## config.mk

```make
export PLATFORM = sky130hd
export DESIGN_NAME = serial_unit
export DESIGN_NICKNAME = d
export VERILOG_FILES = /design/src/rtl/serial_pkg.sv /design/src/rtl/rate_tick_if.sv /design/src/rtl/free_run_counter.sv /design/src/rtl/serial_unit.sv
export VERILOG_INCLUDE_DIRS = /design/src /design/src/rtl
export SDC_FILE = /design/constraint.sdc
export NUM_CORES = 1
export LEC_CHECK = 0
export ABC_AREA = 0
export BUFFER_PORTS_ARGS = -buffer_cell sky130_fd_sc_hd__buf_2
export CAP_MARGIN = 20
export CORE_UTILIZATION = 30
export CTS_CLUSTER_SIZE = 8
export DETAILED_ROUTE_END_ITERATION = 10
export GPL_TIMING_DRIVEN = 0
export HOLD_SLACK_MARGIN = 0.03
export RECOVER_POWER = 50
export SYNTH_ARGS = -nofsm -noshare
export SYNTH_HDL_FRONTEND = slang
export SYNTH_SLANG_ARGS = --single-unit
```

## constraint.sdc

```tcl
create_clock -name pclk -period 7.7 [get_ports pclk]
set_input_delay 0.77 -clock pclk [delete_from_list [all_inputs] [get_ports pclk]]
set_output_delay 0.77 -clock pclk [all_outputs]
set_load 0.01 [all_outputs]
```

## src/rtl/serial_consts.svh

```systemverilog
// Register offsets, field positions, reset values and timing counts of the serial unit.
`ifndef SERIAL_CONSTS_SVH
`define SERIAL_CONSTS_SVH

// ==========================================================================
// Register indices (byte address is four times the index)
`define IDX_FRC_HI        8'h09
`define IDX_FRC_LO        8'h0A
`define IDX_RATE          8'h10
`define IDX_XFER          8'h11
`define IDX_TX_DATA       8'h12
`define IDX_RX_DATA       8'h13
`define IDX_IRQ_STATUS    8'h14
`define IDX_IRQ_CLEAR     8'h15
`define IDX_IRQ_ENABLE    8'h16

// ==========================================================================
// Field positions and reset values
`define XFER_TX_EN_BIT    0
`define XFER_RX_EN_BIT    1
`define XFER_TX_EMPTY_BIT 2
`define XFER_RX_FULL_BIT  3
`define XFER_TX_BUSY_BIT  4
`define XFER_RX_BUSY_BIT  5
`define IRQ_TX_EMPTY_BIT  0
`define IRQ_RX_FULL_BIT   1
`define IRQ_OVERRUN_BIT   2
`define IRQ_FRAMING_BIT   3
`define RATE_RESET        8'h00
`define FRC_PRESET        16'hFFF8
`define FRC_RESET         16'h0000

// ==========================================================================
// Timing counts
`define OVERSAMPLE        4'h8
`define FRAME_BITS        4'hA
`define MID_SAMPLE        3'h4

`endif

```

## src/rtl/serial_pkg.sv

```systemverilog
// Types shared by the serial unit files.
package serial_pkg;
	typedef enum logic [1:0] {
		TX_IDLE     = 2'b00,
		TX_PREAMBLE = 2'b01,
		TX_SHIFT    = 2'b10
	} tx_state_e;
	typedef enum logic [1:0] {
		RX_IDLE  = 2'b00,
		RX_START = 2'b01,
		RX_DATA  = 2'b10,
		RX_STOP  = 2'b11
	} rx_state_e;
endpackage

```

## src/rtl/rate_tick_if.sv

```systemverilog
// Carries the oversample tick from the counter to the serial shifters.
`timescale 1ns/1ns
interface rate_tick_if;
	logic       sample_tick;
	logic [3:0] sample_phase;
	modport source (output sample_tick, output sample_phase);
	modport sink   (input sample_tick, input sample_phase);
endinterface

```

## src/rtl/free_run_counter.sv

```systemverilog
// Free-running counter with coherent read latch and baud tick generation.
`timescale 1ns/1ns
`include "serial_consts.svh"
module free_run_counter (
	input  wire logic        pclk,
	input  wire logic        presetn,
	input  wire logic        rd_hi,
	input  wire logic        wr_hi,
	input  wire logic        wr_lo,
	input  wire logic [7:0]  wdata,
	input  wire logic [7:0]  rate_sel,
	output logic      [15:0] count,
	output logic      [7:0]  lo_latch,
	rate_tick_if.source      tick
);
	typedef struct packed {
		logic [15:0] count;
		logic [7:0]  lo_latch;
		logic [7:0]  hi_pending;
		logic        hi_written;
		logic        hold;
		logic        tick_q;
		logic [3:0]  phase;
	} frc_s;

	frc_s state_reg;
	frc_s state_next;
	logic tap;

	// ==========================================================================
	// Counter
	// The tap bit selects the oversample rate; a counter write moves it too.
	assign tap = state_reg.count[rate_sel[3:0]];
	always_comb begin
		state_next = state_reg;
		state_next.hold = 1'b0;
		if (!state_reg.hold) begin
			state_next.count = state_reg.count + 16'h0001;
		end
		if (rd_hi) begin
			state_next.lo_latch = state_reg.count[7:0];
		end
		if (wr_hi) begin
			state_next.count = `FRC_PRESET;
			state_next.hi_pending = wdata;
			state_next.hi_written = 1'b1;
			state_next.hold = 1'b1;
		end else if (wr_lo && state_reg.hi_written) begin
			state_next.count = {state_reg.hi_pending, wdata};
			state_next.hi_written = 1'b0;
			state_next.hold = 1'b1;
		end else if (wr_lo) begin
			state_next.hold = 1'b1;
		end
		// The pending high byte waits across idle bus cycles for its low half.
		if (rd_hi) begin
			state_next.hi_written = 1'b0;
		end
		state_next.tick_q = tap;
		if (state_reg.tick_q && !tap) begin
			state_next.phase = state_reg.phase + 4'h1;
		end
	end
	always_ff @(posedge pclk or negedge presetn) begin
		if (!presetn) begin
			state_reg <= '0;
		end else begin
			state_reg <= state_next;
		end
	end
	// Falling edge of the tap clocks the shifters.
	assign tick.sample_tick = state_reg.tick_q && !tap;
	assign tick.sample_phase = state_reg.phase;
	assign count = state_reg.count;
	assign lo_latch = state_reg.lo_latch;

	chk_preset_hi : assert property (@(posedge pclk) disable iff (!presetn)
		wr_hi |=> count == `FRC_PRESET)
		else $error("counter not preset after high write");
	chk_latch_lo : assert property (@(posedge pclk) disable iff (!presetn)
		rd_hi |=> lo_latch == $past(count[7:0]))
		else $error("low byte not latched");
endmodule

```

## src/rtl/serial_unit.sv

```systemverilog
// Serial transmit and receive unit clocked from the free-running counter, APB slave.
//
// Local design decision: the APB interface to the registers.
`timescale 1ns/1ns
`include "serial_consts.svh"
// Operation
// - Shift clock derived from free-running counter
// - Counter write stalls counting, changes rate
// - Enable sends ten ones before data
// - Flag shows transmit holding register empty
// - Write while full replaces pending byte
// - Receiver samples at eight times baud
// - Sample on falling edge of sample clock
// - High read latches low byte coherently
// - High byte write alone presets FFF8
// - Two-byte store loads arbitrary value
module serial_unit (
	input  wire logic        pclk,
	input  wire logic        presetn,
	input  wire logic        psel,
	input  wire logic        penable,
	input  wire logic        pwrite,
	input  wire logic [11:0] paddr,
	input  wire logic [31:0] pwdata,
	output logic      [31:0] prdata,
	output logic             pready,
	output logic             pslverr,
	input  wire logic        rx_pin,
	output logic             tx_pin,
	output logic             irq
);
	typedef struct packed {
		logic [31:0]                prdata;
		logic                       pready;
		logic                       pslverr;
		logic [7:0]                 rate;
		logic                       tx_en;
		logic                       rx_en;
		logic [7:0]                 tx_hold;
		logic                       tx_empty;
		serial_pkg::tx_state_e      tx_state;
		logic [8:0]                 tx_shift;
		logic [3:0]                 tx_bits;
		logic [2:0]                 tx_sub;
		logic                       tx_pin;
		serial_pkg::rx_state_e      rx_state;
		logic [7:0]                 rx_shift;
		logic [7:0]                 rx_data;
		logic                       rx_full;
		logic [3:0]                 rx_bits;
		logic [2:0]                 rx_sub;
		logic                       rx_s1;
		logic                       rx_s2;
		logic [3:0]                 irq_status;
		logic [3:0]                 irq_enable;
		logic                       irq;
	} unit_s;

	unit_s       state_reg;
	unit_s       state_next;
	rate_tick_if tick_bus ();
	logic [15:0] count;
	logic [7:0]  lo_latch;
	logic [7:0]  idx;
	logic        acc;
	logic        wr;
	logic        rd;
	logic        stick;
	logic [3:0]  events;
	logic        prev_hi_read;

	// ==========================================================================
	// Bus decode
	// The slave answers in the second access cycle, so pready rises one edge after penable.
	assign idx = paddr[9:2];
	assign acc = psel && penable && !state_reg.pready;
	assign wr = acc && pwrite;
	assign rd = acc && !pwrite;
	assign stick = tick_bus.sample_tick;

	free_run_counter frc_inst (
		.pclk     (pclk),
		.presetn  (presetn),
		.rd_hi    (rd && idx == `IDX_FRC_HI),
		.wr_hi    (wr && idx == `IDX_FRC_HI),
		.wr_lo    (wr && idx == `IDX_FRC_LO),
		.wdata    (pwdata[7:0]),
		.rate_sel (state_reg.rate),
		.count    (count),
		.lo_latch (lo_latch),
		.tick     (tick_bus.source)
	);

	// ==========================================================================
	// Next state
	always_comb begin
		state_next = state_reg;
		events = 4'h0;
		state_next.pready = acc;
		state_next.pslverr = 1'b0;
		state_next.rx_s1 = rx_pin;
		state_next.rx_s2 = state_reg.rx_s1;
		if (rd) begin
			unique case (idx)
				`IDX_FRC_HI:     state_next.prdata = {24'h000000, count[15:8]};
				`IDX_FRC_LO:     state_next.prdata = {24'h000000,
					prev_hi_read ? lo_latch : count[7:0]};
				`IDX_RATE:       state_next.prdata = {24'h000000, state_reg.rate};
				`IDX_XFER:       state_next.prdata = {26'h0000000,
					state_reg.rx_state != serial_pkg::RX_IDLE,
					state_reg.tx_state != serial_pkg::TX_IDLE,
					state_reg.rx_full, state_reg.tx_empty,
					state_reg.rx_en, state_reg.tx_en};
				`IDX_RX_DATA:    state_next.prdata = {24'h000000, state_reg.rx_data};
				`IDX_IRQ_STATUS: state_next.prdata = {28'h0000000, state_reg.irq_status};
				`IDX_IRQ_ENABLE: state_next.prdata = {28'h0000000, state_reg.irq_enable};
				default: begin
					state_next.prdata = 32'h00000000;
					state_next.pslverr = 1'b1;
				end
			endcase
			if (idx == `IDX_RX_DATA) begin
				state_next.rx_full = 1'b0;
			end
		end else if (acc) begin
			state_next.prdata = 32'h00000000;
		end
		// ======================================================================
		// Transmitter
		if (state_reg.tx_state == serial_pkg::TX_IDLE && state_reg.tx_en &&
				!state_reg.tx_empty && stick && state_reg.tx_sub == 3'h7) begin
			state_next.tx_state = serial_pkg::TX_SHIFT;
			state_next.tx_shift = {state_reg.tx_hold, 1'b0};
			state_next.tx_bits = 4'h0;
			state_next.tx_sub = 3'h0;
			state_next.tx_empty = 1'b1;
			events[`IRQ_TX_EMPTY_BIT] = 1'b1;
		end else if (stick) begin
			state_next.tx_sub = state_reg.tx_sub + 3'h1;
			if (state_reg.tx_sub == 3'h7 && state_reg.tx_state != serial_pkg::TX_IDLE) begin
				state_next.tx_bits = state_reg.tx_bits + 4'h1;
				state_next.tx_shift = {1'b1, state_reg.tx_shift[8:1]};
				if (state_reg.tx_bits == `FRAME_BITS - 4'h1) begin
					state_next.tx_state = serial_pkg::TX_IDLE;
				end
			end
		end
		unique case (state_reg.tx_state)
			serial_pkg::TX_IDLE:     state_next.tx_pin = 1'b1;
			serial_pkg::TX_PREAMBLE: state_next.tx_pin = 1'b1;
			serial_pkg::TX_SHIFT:    state_next.tx_pin = state_reg.tx_shift[0];
			default:                 state_next.tx_pin = 1'b1;
		endcase
		// ======================================================================
		// Receiver: eight samples per bit, middle sample taken.
		if (stick && state_reg.rx_en) begin
			state_next.rx_sub = state_reg.rx_sub + 3'h1;
			unique case (state_reg.rx_state)
				serial_pkg::RX_IDLE: begin
					if (!state_reg.rx_s2) begin
						state_next.rx_state = serial_pkg::RX_START;
						state_next.rx_sub = 3'h1;
					end
				end
				serial_pkg::RX_START: begin
					if (state_reg.rx_sub == `MID_SAMPLE) begin
						state_next.rx_state = state_reg.rx_s2 ? serial_pkg::RX_IDLE :
							serial_pkg::RX_DATA;
						state_next.rx_bits = 4'h0;
					end
				end
				serial_pkg::RX_DATA: begin
					if (state_reg.rx_sub == `MID_SAMPLE) begin
						state_next.rx_shift = {state_reg.rx_s2, state_reg.rx_shift[7:1]};
						state_next.rx_bits = state_reg.rx_bits + 4'h1;
						if (state_reg.rx_bits == 4'h7) begin
							state_next.rx_state = serial_pkg::RX_STOP;
						end
					end
				end
				serial_pkg::RX_STOP: begin
					if (state_reg.rx_sub == `MID_SAMPLE) begin
						state_next.rx_state = serial_pkg::RX_IDLE;
						state_next.rx_data = state_reg.rx_shift;
						state_next.rx_full = 1'b1;
						events[`IRQ_RX_FULL_BIT] = 1'b1;
						events[`IRQ_OVERRUN_BIT] = state_reg.rx_full;
						events[`IRQ_FRAMING_BIT] = !state_reg.rx_s2;
					end
				end
			endcase
		end
		// ======================================================================
		// Register writes
		if (wr) begin
			unique case (idx)
				`IDX_RATE: state_next.rate = pwdata[7:0];
				`IDX_XFER: begin
					state_next.tx_en = pwdata[`XFER_TX_EN_BIT];
					state_next.rx_en = pwdata[`XFER_RX_EN_BIT];
					if (pwdata[`XFER_TX_EN_BIT] && !state_reg.tx_en) begin
						state_next.tx_state = serial_pkg::TX_PREAMBLE;
						state_next.tx_bits = 4'h0;
						state_next.tx_sub = 3'h0;
					end
					if (!pwdata[`XFER_TX_EN_BIT]) begin
						state_next.tx_state = serial_pkg::TX_IDLE;
					end
				end
				`IDX_TX_DATA: begin
					state_next.tx_hold = pwdata[7:0];
					state_next.tx_empty = 1'b0;
				end
				`IDX_IRQ_CLEAR:  state_next.irq_status = state_reg.irq_status & ~pwdata[3:0];
				`IDX_IRQ_ENABLE: state_next.irq_enable = pwdata[3:0];
				`IDX_FRC_HI, `IDX_FRC_LO: ;
				default: state_next.pslverr = 1'b1;
			endcase
		end
		// Hardware events win over a clear in the same cycle.
		state_next.irq_status = state_next.irq_status | events;
		state_next.irq = |(state_next.irq_status & state_next.irq_enable);
	end

	// ==========================================================================
	// Registers
	always_ff @(posedge pclk or negedge presetn) begin
		if (!presetn) begin
			state_reg <= '0;
			state_reg.tx_empty <= 1'b1;
			state_reg.tx_pin <= 1'b1;
			state_reg.rx_s1 <= 1'b1;
			state_reg.rx_s2 <= 1'b1;
			state_reg.rate <= `RATE_RESET;
			prev_hi_read <= 1'b0;
		end else begin
			state_reg <= state_next;
			if (rd) begin
				prev_hi_read <= idx == `IDX_FRC_HI;
			end
		end
	end

	assign prdata = state_reg.prdata;
	assign pready = state_reg.pready;
	assign pslverr = state_reg.pslverr;
	assign tx_pin = state_reg.tx_pin;
	assign irq = state_reg.irq;

	// ==========================================================================
	// Checks
	chk_tx_holdwrite : assert property (@(posedge pclk) disable iff (!presetn)
		(wr && idx == `IDX_TX_DATA) |=> (!state_reg.tx_empty &&
		state_reg.tx_hold == $past(pwdata[7:0])))
		else $error("holding register not replaced");
	chk_preamble_high : assert property (@(posedge pclk) disable iff (!presetn)
		(state_reg.tx_state == serial_pkg::TX_PREAMBLE) |=> tx_pin)
		else $error("line not high during preamble");
	chk_start_low : assert property (@(posedge pclk) disable iff (!presetn)
		$rose(state_reg.tx_state == serial_pkg::TX_SHIFT) |=> !tx_pin)
		else $error("start bit not low");
	chk_empty_flag : assert property (@(posedge pclk) disable iff (!presetn)
		$rose(state_reg.tx_state == serial_pkg::TX_SHIFT) |-> state_reg.tx_empty)
		else $error("empty not set on load");
	chk_rx_tick : assert property (@(posedge pclk) disable iff (!presetn)
		(state_reg.rx_sub != $past(state_reg.rx_sub)) |-> $past(stick))
		else $error("receiver moved without tick");
	chk_frc_hold : assert property (@(posedge pclk) disable iff (!presetn)
		(wr && idx == `IDX_FRC_LO) |=> ##1 $stable(count))
		else $error("counter did not stall after write");
	chk_apb_ready : assert property (@(posedge pclk) disable iff (!presetn)
		(psel && penable && !pready) |=> pready)
		else $error("no answer one cycle after access");
	chk_irq_level : assert property (@(posedge pclk) disable iff (!presetn)
		irq == $past(|(state_next.irq_status & state_next.irq_enable)))
		else $error("interrupt level wrong");
	cov_tx_frame : cover property (@(posedge pclk) disable iff (!presetn)
		$fell(state_reg.tx_state == serial_pkg::TX_SHIFT));
	cov_rx_byte : cover property (@(posedge pclk) disable iff (!presetn)
		$rose(state_reg.rx_full));
	cov_overwrite : cover property (@(posedge pclk) disable iff (!presetn)
		wr && idx == `IDX_TX_DATA && !state_reg.tx_empty);
endmodule

```

==> results of run 1 <==
## final timing paths
| kind | end | slack (ns) | cells after the start |
|---|---|---|---|
| max in group asynchronous | frc_inst.count[13] | 5.80 | 2 |
| worst max register to register | state_reg[22] | 4.72 | 8 |
| min in group asynchronous | state_reg[12] | 0.74 | 1 |
| worst min-delay path | state_reg[9] | 0.36 | 0 |
| worst max-delay path | state_reg[22] | 4.72 | 8 |
| worst min register to register | state_reg[9] | 0.36 | 0 |
## layout by cell type (no fill, tap or decap), types with 18 or more instances in the layout
| cell | netlist | layout |
|---|---|---|
| buf_2 | 0 | 25 |
| dfrtp_1 | 117 | 117 |
| o21ai_0 | 43 | 43 |
| buf_4 | 32 | 32 |
| clkbuf_1 | 28 | 31 |
| conb_1 | 1 | 24 |
| nor2_1 | 46 | 46 |
| nand3_1 | 18 | 18 |
| nand2_1 | 79 | 79 |
| mux2_2 | 45 | 45 |
## critical path: stages, from the launching register on
cell and delay, ns:
dfrtp_1 0.35, clkbuf_1 0.19, mux2_1 0.34, mux4_2 0.53
and2_4 0.21, nor3_1 0.40, nand2_1 0.18, clkbuf_1 0.30
mux2_2 0.35
## logic make-up after synthesis
logic type / Yosys count / share of synthesized area (%)
buffers and inverters: 80 / 6.90
muxes: 74 / 13.3
DFF: 121 / 47.3
adders and majority gates: 8 / 1.56
xor gates and xnor gates: 18 / 2.46
AOI/OAI and AO/OA: 120 / 12.7
other: 1 / 0.0584
and+or+nand+nor: 210 / 15.8
## cell usage after synthesis, types with 2 or more instances
cell       number
dfrtp_1       117
nand2_1        79
nor2_1         46
mux2_2         45
o21ai_0        43
buf_4          32
clkbuf_1       28
nand3_1        18
mux2i_1        17
a21oi_1        15
inv_1          15
xnor2_1        13
and2_1          9
nor3_1          9
ha_1            8
mux2_4          8
nand2b_1        7
o221a_2         7
a32oi_1         5
and3_1          5
nand4_1         5
nor2b_1         5
o22ai_1         5
o31ai_1         5
xor2_1          5
a211oi_1        4
a221oi_1        4
dfstp_2         4
nor4_1          4
o211ai_1        4
a2111oi_0       3
a211o_2         3
a21boi_0        3
buf_6           3
mux2_1          3
nand3b_1        3
o21a_1          3
o221ai_1        3
or2_2           3
or3_1           3
a31oi_1         2
buf_1           2
o22a_1          2
o311ai_0        2
## metrics by stage
| step | std cells | power, mW |
|---|---|---|
| after global placement | 957 | 1.05 |
| after global routing | 991 | 1.97 |
| after floorplan | 655 | 0.968 |
| after detailed placement | 959 | 1.06 |
| after CTS | 991 | 1.89 |
| final | 992 | 1.87 |
## metal layers
metal | part of all wire [%] | track usage (%)
met5 | 0 | 0
met4 | 1.5 | 5.36
met3 | 3.9 | 3.90
met2 | 47 | 23.0
met1 | 48 | 20.2
## power breakdown
part           switching [mW]  total [mW]  internal (mW)  leakage [nW]
registers              0.0693       0.776          0.707          1.58
logic                   0.144       0.272          0.128          1.61
clock network           0.301       0.819          0.518         0.297
## area by class of cell
| cell class | count | share of cell area [%] |
|---|---|---|
| sequential | 121 | 39.8 |
| multi-input combinational | 454 | 39.7 |
| clock buffer | 18 | 5.76 |
| buffer | 65 | 5.07 |
| tap | 275 | 4.51 |
| clock inverter | 14 | 2.26 |
| timing repair buffer | 29 | 2.15 |
| inverter | 15 | 0.738 |
| antenna | 1 | 0.0328 |
==> reports/metrics.cfg, run 1 <==
[run_status]
outcome=finished with violations
violations=capacitance limit, slew limit

[drt]
drt-pass1-iter-count=5
num_vias=4763
drt-total-wl_mm=15.3
drt-initial-drc-count=294
avgRoutedWirePerCell_um=15.5
vias_per_cell=4.80
route.detailed.drc=0
antenna_left=0

[grt]
gr-total-overflow=0
grt_pass1_wl_mm=25.0
track_usage_pct=14.9
grt_pass1_vias=4622
grt_max_degree=95
antenna_found_initial=0

[timing]
holdWs_ns=0.355
finalCritPeriodShare_pct=38.7
finClkSkew_ns=0.00903
final.setup.worst_slack_ns=4.72
clock.fmax_mhz=336
drv_slew=28
rsz0062_at_grt=false
hold_viol_final=0
setup_viol=0
setup_tns_ns=0
tightestPinTransition_ns=1.60
period_needed_ns=2.98
timing.slew.headroom_pct=-6.37

[power_and_ir_drop]
powerDensity_nw_per_um2=245
p_leak_nw=3.49
irDropWorstVdd_mv=0.126

[finish]
utilization_pct=36.3
syn_to_final_growth_pct=18.8
drive_above_1_share_pct=23.7
largest_register_ffs=72
fin_nets=761
fin_area_um2=7630
multi_input_area_um2=3030
register_area_um2=3030
fill_cells=2105

[cts]
numCtsBuffers=17
clockRootBuffer=clkbuf_16
clk_pin_slew_ns=0.06
clock_sinks=121
cts_resized=0
htree_levels=4
post_cts_buffers=0
clockBufferDepth=2
cts_tree=done
clk_latency_ns=0.42
cts_hold_buffers=0

[worst_setup_path]
cp-end-kind=flip-flop
cp_max_fo=10
crit_start=frc_inst.count[3]
worst-setup-path-type=reg -> reg
start_kind=flip-flop
cp.arrival_ns=3.29
r2r-start=frc_inst.count[3]
crit_required_ns=8.01

[yosys]
synth_cells=632
synth-seq-cells=121
synth_area_um2=6420
ys_warn_count=0
synth_area_leaders=dfrtp_1 (46%), mux2_2 (7.9%), nand2_1 (4.6%)
seq_area_frac_synth_pct=47.3
synth_flop_cell=dfrtp_1
synth_top_area_share_pct=45.6
synthArstFlopShare_pct=100
syn-mean-instance-area_um2=10.2
synth_top_cell_by_area=dfrtp_1
ys_types=67
synth_edf_count=0

[floorplanning]
initial_core_util_pct=30.5
die_w_um=148
core_area_um2=21000
io_pins=86
dieArea_um2=22000
placementRows=53
fp.dieH_um=148

[min_path]
hold_path.class=reg -> reg
min_from=state_next[9]

[placement]
dpl_worst_slack_ns=4.39
port_buffers=27
dpl.hpwl_mm=11.0
gp_congestion=0.877
placed_cell_area_um2=7020

[run]
drv_cap=1

Note: power is estimated with default switching activity, not from simulation.
==> inputs of run 2 (changes only) <==
Clock period 7.7 ns to 3.1 ns, I/O delays scaled along.
==> reports/metrics.cfg, run 2 (synthesized netlist as in run 1, its figures left out) <==
[floorplanning]
core_area_um2=21000  ; unchanged
placementRows=53  ; unchanged
dieArea_um2=22000  ; unchanged
die_w_um=148  ; unchanged
fp.dieH_um=148  ; unchanged
io_pins=86  ; unchanged
initial_core_util_pct=30.5  ; unchanged

[finish]
utilization_pct=36.4  ; +0.11 points
syn_to_final_growth_pct=19.2
final_cell_mix=dfrtp_1 (117), nand2_1 (79), nor2_1 (46), mux2_2 (45), o21ai_0 (43)
largest_register_ffs=72  ; unchanged
diodes=0  ; -1
drive_above_1_share_pct=24.0  ; +0.21 points
fin_nets=763  ; +0.26%
layout_commonest_cell=dfrtp_1

[worst_setup_path]
crit_required_ns=3.41  ; -4.60 ns
r2r-start=frc_inst.count[3]
path_cells=clkbuf_1, mux2_1, mux4_2, and2_4, or3_1, buf_6, or2_1, buf_6, mux2_4
start_kind=flip-flop
worst-setup-path-type=reg -> reg
critical_path.max_stage_delay_ns=0.53  ; about the same
cp_max_fo=10  ; unchanged
critPathSlowestCell=mux4_2
cp-end-kind=flip-flop
r2r-end=state_reg[27]
cp.arrival_ns=3.24  ; -0.05 ns
crit_start=frc_inst.count[3]
reg2reg_slack_ns=0.17  ; -4.55 ns
cpMostUsedCell=buf_6
r2r_cells=9  ; +1

[cts]
cts_tree=done
clockBufferDepth=2  ; unchanged
numCtsBuffers=17  ; unchanged
clk_pin_slew_ns=0.06  ; about the same
htree_levels=4  ; unchanged
clock_sinks=121  ; unchanged
clk_latency_ns=0.43  ; about the same
post_cts_buffers=0  ; unchanged
clockRootBuffer=clkbuf_16

[timing]
period_needed_ns=2.93  ; -0.0480 ns
setup_viol=0  ; unchanged
finClkSkew_ns=0.0127  ; +0.00365 ns
clock.fmax_mhz=341  ; +1.6%
final.setup.worst_slack_ns=0.168  ; -4.55 ns
setup_tns_ns=0  ; unchanged
drv_slew=28  ; unchanged
hold_viol_final=0  ; unchanged
tightestPinTransition_ns=1.60  ; +0.00489 ns
finalCritPeriodShare_pct=94.6  ; +56 points
rsz0062_at_grt=false
timing.slew.headroom_pct=-6.70  ; -0.33 points

[power_and_ir_drop]
swShare_pct=27.5  ; about the same
powerDensity_nw_per_um2=607  ; +150%
p_total_mw=4.64  ; +150%
internal_power_mw=3.36  ; +150%
seq_power_share_pct=41.5  ; about the same
p_switching_mw=1.28  ; +150%
p_leak_nw=3.50  ; +0.26%
pwr-share-clk_pct=43.9  ; about the same
comb_power_share_pct=14.6  ; about the same
irDropWorstVdd_mv=0.314  ; +150%

[drt]
drt-initial-drc-count=276  ; -6.1%
route.detailed.drc=0  ; unchanged
vias_per_cell=4.80  ; about the same
num_vias=4764  ; +0.021%
drt-total-wl_mm=15.4  ; +0.29%
antenna_left=0  ; unchanged
drt-pass1-iter-count=5  ; unchanged
avgRoutedWirePerCell_um=15.5  ; +0.19%

[placement]
dpl_worst_slack_ns=0.102  ; -4.28 ns
port_buffers=27  ; unchanged
gp_congestion=0.877  ; unchanged
dpl.hpwl_mm=11.0  ; unchanged

[grt]
gr-total-overflow=0  ; unchanged
grt_pass1_wl_mm=25.0  ; unchanged
grt_max_degree=95  ; unchanged
grt_pass1_vias=4622  ; unchanged
antenna_found_initial=0  ; unchanged
track_usage_pct=14.9  ; unchanged

[min_path]
worstHoldPathCells=3  ; +3
whs_endpoint=frc_inst.state_reg[14]
min_from=pwdata[7]
hold_path.class=in -> reg

[run]
drv_cap=1  ; unchanged

[run_status]
violations=capacitance limit, slew limit
outcome=finished with violations

[run 2: cell count changes in the layout (fill, tap and decap cells not counted)]
cell	change
nor3_2	+1
inv_1	-1
diode_2	-1
dlygate4sd3_1	+2
nor3_1	-1
inv_2	+1
[run 2: critical path, delay by kind of cell, from the launching register on]
kind / cells / cell delay (ns)
buffers and inverters: 3 / 0.49
muxes: 3 / 1.16
DFF: 1 / 0.35
and+or+nand+nor: 3 / 0.81
[run 2: worst max path at each step]
stage,to,slack (ns),depth (start not counted)
CTS,state_reg[22],0.09,8
global placement,frc_inst.count[15],0.06,1
global route,state_reg[46],0.04,8
floorplan,state_reg[27],0.38,9
finish,state_reg[27],0.17,9
detailed placement,state_reg[22],0.10,8
[run 2: through the flow]
step / hold WS (ns) / area (um^2) / cells
floorplan: 0.0144 / 6500 / 655
global placement: 0.347 / 6980 / 957
detailed placement: 0.203 / 7020 / 959
CTS: 0.147 / 7650 / 993
global route: 0.168 / 7650 / 993
finish: 0.161 / 7650 / 993
[run 2: final cells by class]
class,count,area (um^2)
Fill cell,2106,13400
Sequential cell,121,3030
Multi-Input combinational cell,454,3030
Clock buffer,18,439
Buffer,65,387
Tap cell,275,344
Timing Repair Buffer,31,184
Clock inverter,14,173
Inverter,15,56.3
[run 2: timing repair]
| action | 4_1_cts | 5_1_grt |
|---|---|---|
| hold buffers | 2 | 0 |
| gates resized for setup | 0 | 2 |
| endpoints found under the hold margin | 28 | 0 |
| endpoints found under the setup margin | 0 | 9 |
[run 2: metal layers]
metal	vias to the layer above	global-route usage [%]	wire length, um
met4	0	5.36	226
met2	87	23.0	7160
met3	16	3.90	663
li1	2333	-	-
met5	-	0	0
met1	2328	20.2	7330
[run 2: power groups by stage]
stage,registers (mW),clock network [mW],logic (mW)
after detailed placement,1.95,0,0.673
after floorplan,1.90,0,0.504
after global routing,1.95,2.16,0.775
final,1.93,2.04,0.678
after global placement,1.95,0,0.658
after CTS,1.93,2.09,0.684
==> inputs of run 3 (changes only) <==
Settings changed: ABC_AREA 0 to 1.
==> reports/metrics.cfg, run 3 <==
[yosys]
synth_top_area_share_pct=46.5  ; +0.84 points
synth_area_um2=6300  ; -1.8%
synth_cells=765  ; +21%
seq_area_frac_synth_pct=48.1  ; +0.87 points
synth_common_cells=nand2_1 (184), dfrtp_1 (117), inv_1 (82), o21ai_0 (69), nor2_1 (51)
synth-seq-cells=121  ; unchanged
synth.most_common_cell=nand2_1
ys_types=53  ; -21%
synthArstFlopShare_pct=100  ; unchanged
synth_flop_cell=dfrtp_1
ys_warn_count=0  ; unchanged
synth_edf_count=0  ; unchanged
syn-mean-instance-area_um2=8.24  ; -19%
synth_top_cell_by_area=dfrtp_1
synth_area_leaders=dfrtp_1 (46%), nand2_1 (11%), o21ai_0 (5.5%)

[drt]
drt-initial-drc-count=459  ; +66%
drt-pass1-iter-count=5  ; unchanged
vias_per_cell=4.66  ; -2.8%
avgRoutedWirePerCell_um=14.3  ; -7.4%
route.detailed.drc=0  ; unchanged
drt-total-wl_mm=16.2  ; +5.0%
antenna_left=0  ; unchanged
num_vias=5252  ; +10%

[worst_setup_path]
cp-end-kind=asynchronous set/reset pin
worst-setup-path-type=in -> async
start_kind=primary input
cp.arrival_ns=2.82  ; -0.42 ns
r2r_cells=10  ; +1
cp_max_fo=89  ; +79
path_cells=dlygate4sd3_1, clkbuf_1, buf_16
critical_path.max_stage_delay_ns=1.45  ; +0.92 ns
critPathSlowestCell=clkbuf_1
reg2reg_slack_ns=0.98  ; +0.81 ns
r2r-end=frc_inst.count[10]
r2r-start=pready
crit_required_ns=3.62  ; +0.21 ns

[cts]
post_cts_buffers=0  ; unchanged
clock_sinks=121  ; unchanged
cts_resized=0  ; unchanged
clockBufferDepth=2  ; unchanged
cts_tree=done
numCtsBuffers=17  ; unchanged
htree_levels=4  ; unchanged
clk_pin_slew_ns=0.06  ; about the same
clk_latency_ns=0.43  ; about the same
cts_hold_buffers=2  ; unchanged
clockRootBuffer=clkbuf_16

[power_and_ir_drop]
comb_power_share_pct=16.6  ; +2.0 points
swShare_pct=28.5  ; +0.94 points
seq_power_share_pct=39.2  ; -2.3 points
p_total_mw=5.14  ; +11%
irDropWorstVdd_mv=0.275  ; -12%
powerDensity_nw_per_um2=677  ; +11%
internal_power_mw=3.68  ; +9.3%
p_switching_mw=1.46  ; +15%
pwr-share-clk_pct=44.2  ; +0.3 points
p_leak_nw=3.75  ; +7.2%

[grt]
met1_usage_pct=22.0  ; +1.8 points
met2_usage_pct=24.4  ; +1.4 points
gr-total-overflow=0  ; unchanged
grtUsageMet3_pct=3.60  ; -0.29 points
grt_max_degree=90  ; -5.3%
busiest_layer=met2
antenna_found_initial=0  ; unchanged
grt_pass1_vias=5058  ; +9.4%
track_usage_pct=16.0  ; +1.1 points
grt_pass1_wl_mm=26.7  ; +7.0%

[timing]
rsz0062_at_grt=false
tightestPinTransition_ns=2.05  ; +0.445 ns
setup_viol=0  ; unchanged
drv_slew=33  ; +18%
clock.fmax_mhz=436  ; +28%
setup_tns_ns=0  ; unchanged
hold_viol_final=0  ; unchanged
finalCritPeriodShare_pct=74.1  ; -21 points
timing.slew.headroom_pct=-36.4  ; -30 points
period_needed_ns=2.30  ; -0.636 ns
finClkSkew_ns=0.00890  ; -0.00377 ns
final.setup.worst_slack_ns=0.804  ; +0.636 ns

[finish]
instances_no_fill=1126  ; +13%
drive_above_1_share_pct=17.2  ; -6.8 points
final_cell_mix=nand2_1 (185), dfrtp_1 (117), inv_1 (82), o21ai_0 (69), nor2_1 (52)
diodes=0  ; unchanged
largest_register_ffs=72  ; unchanged
layout_commonest_cell=nand2_1
syn_to_final_growth_pct=20.6
utilization_pct=37.2  ; +0.81 points
fin_nets=901  ; +18%

[placement]
dpl.cell_count=1092  ; +14%
gp_congestion=0.885  ; +0.95%
dpl_worst_slack_ns=0.929  ; +0.828 ns
dpl.hpwl_mm=11.9  ; +8.0%
port_buffers=33  ; +22%

[run_status]
violations=capacitance limit, slew limit
outcome=finished with violations

[floorplanning]
die_w_um=147  ; -0.90%
fp.dieH_um=147  ; -0.90%
placementRows=52  ; -1.9%
core_area_um2=20400  ; -2.8%
initial_core_util_pct=30.8  ; +0.31 points
io_pins=86  ; unchanged
dieArea_um2=21600  ; -1.8%

[min_path]
min_from=pwdata[1]
hold_path.class=in -> reg
worstHoldPathCells=3  ; unchanged
whs_endpoint=state_reg[65]

[run]
drv_cap=1  ; unchanged

run 3: cell types whose count changed after synthesis, sizes merged, moves of 11 or more:
cell / before / now
nand2: 79 / 191
inv: 15 / 93
mux2: 56 / 0
clkbuf: 28 / 5
o21ai: 43 / 84
nor2: 46 / 59
and2: 11 / 0
xnor2: 13 / 1
nand3: 18 / 46
mux2i: 17 / 1
run 3: layer usage:
| metal | up-vias | routed length [um] |
|---|---|---|
| met1 | 2461 | 7770 |
| met5 | - | 0 |
| li1 | 2625 | - |
| met2 | 145 | 7230 |
| met4 | 0 | 331 |
| met3 | 21 | 814 |
run 3: worst max-delay path by stage:
stage                      start                  to  slack [ns]  cells after the start
2_1_floorplan  frc_inst.count[0]  frc_inst.count[10]        1.50                      9
3_3_place_gp             presetn       state_reg[39]        0.03                      1
3_5_place_dp            paddr[9]  frc_inst.count[10]        0.93                     11
4_1_cts                   pready  frc_inst.count[10]        1.05                     10
5_1_grt                  presetn              tx_pin        0.51                      3
6_report                 presetn              tx_pin        0.80                      3
run 3: final cells by class:
cell class                      instances  area (um^2)
Clock inverter                         14          244
Tap cell                              270          338
Buffer                                 46          327
Fill cell                            2137        12800
Sequential cell                       121         3030
Inverter                               94          353
Clock buffer                           18          429
Timing Repair Buffer                   36          210
Multi-Input combinational cell        527         2670
run 3: kinds of logic (layout without fill, tap and decap cells):
family | count (synthesis) | count (layout) | synth area share, %
other cells | 1 | 24 | 0.0595
buf+inv | 140 | 208 | 10.8
compound gates | 158 | 158 | 14.5
xor+xnor | 8 | 8 | 1.11
mux | 1 | 1 | 0.159
fa+ha+maj | 8 | 8 | 1.59
flops | 121 | 121 | 48.1
simple gates | 328 | 328 | 23.7
run 3: stage by stage:
step | hold slack [ns] | area (um^2)
6_report | 0.127 | 7600
2_1_floorplan | 0.0144 | 6390
3_3_place_gp | 0.345 | 6890
3_5_place_dp | 0.231 | 6920
4_1_cts | 0.124 | 7620
5_1_grt | 0.134 | 7600
run 3: worst max-delay path: cells and delay by family:
family	cells	cell delay (ns)
buffers and inverters	3	2.39
run 3: power groups by stage:
stage	clock, mW	sequential (mW)	combinational [mW]
floorplan	0	2.00	0.630
global placement	0	2.03	0.831
finish	2.27	2.02	0.853
global route	2.37	2.05	0.979
detailed placement	0	2.04	0.851
CTS	2.30	2.01	0.858
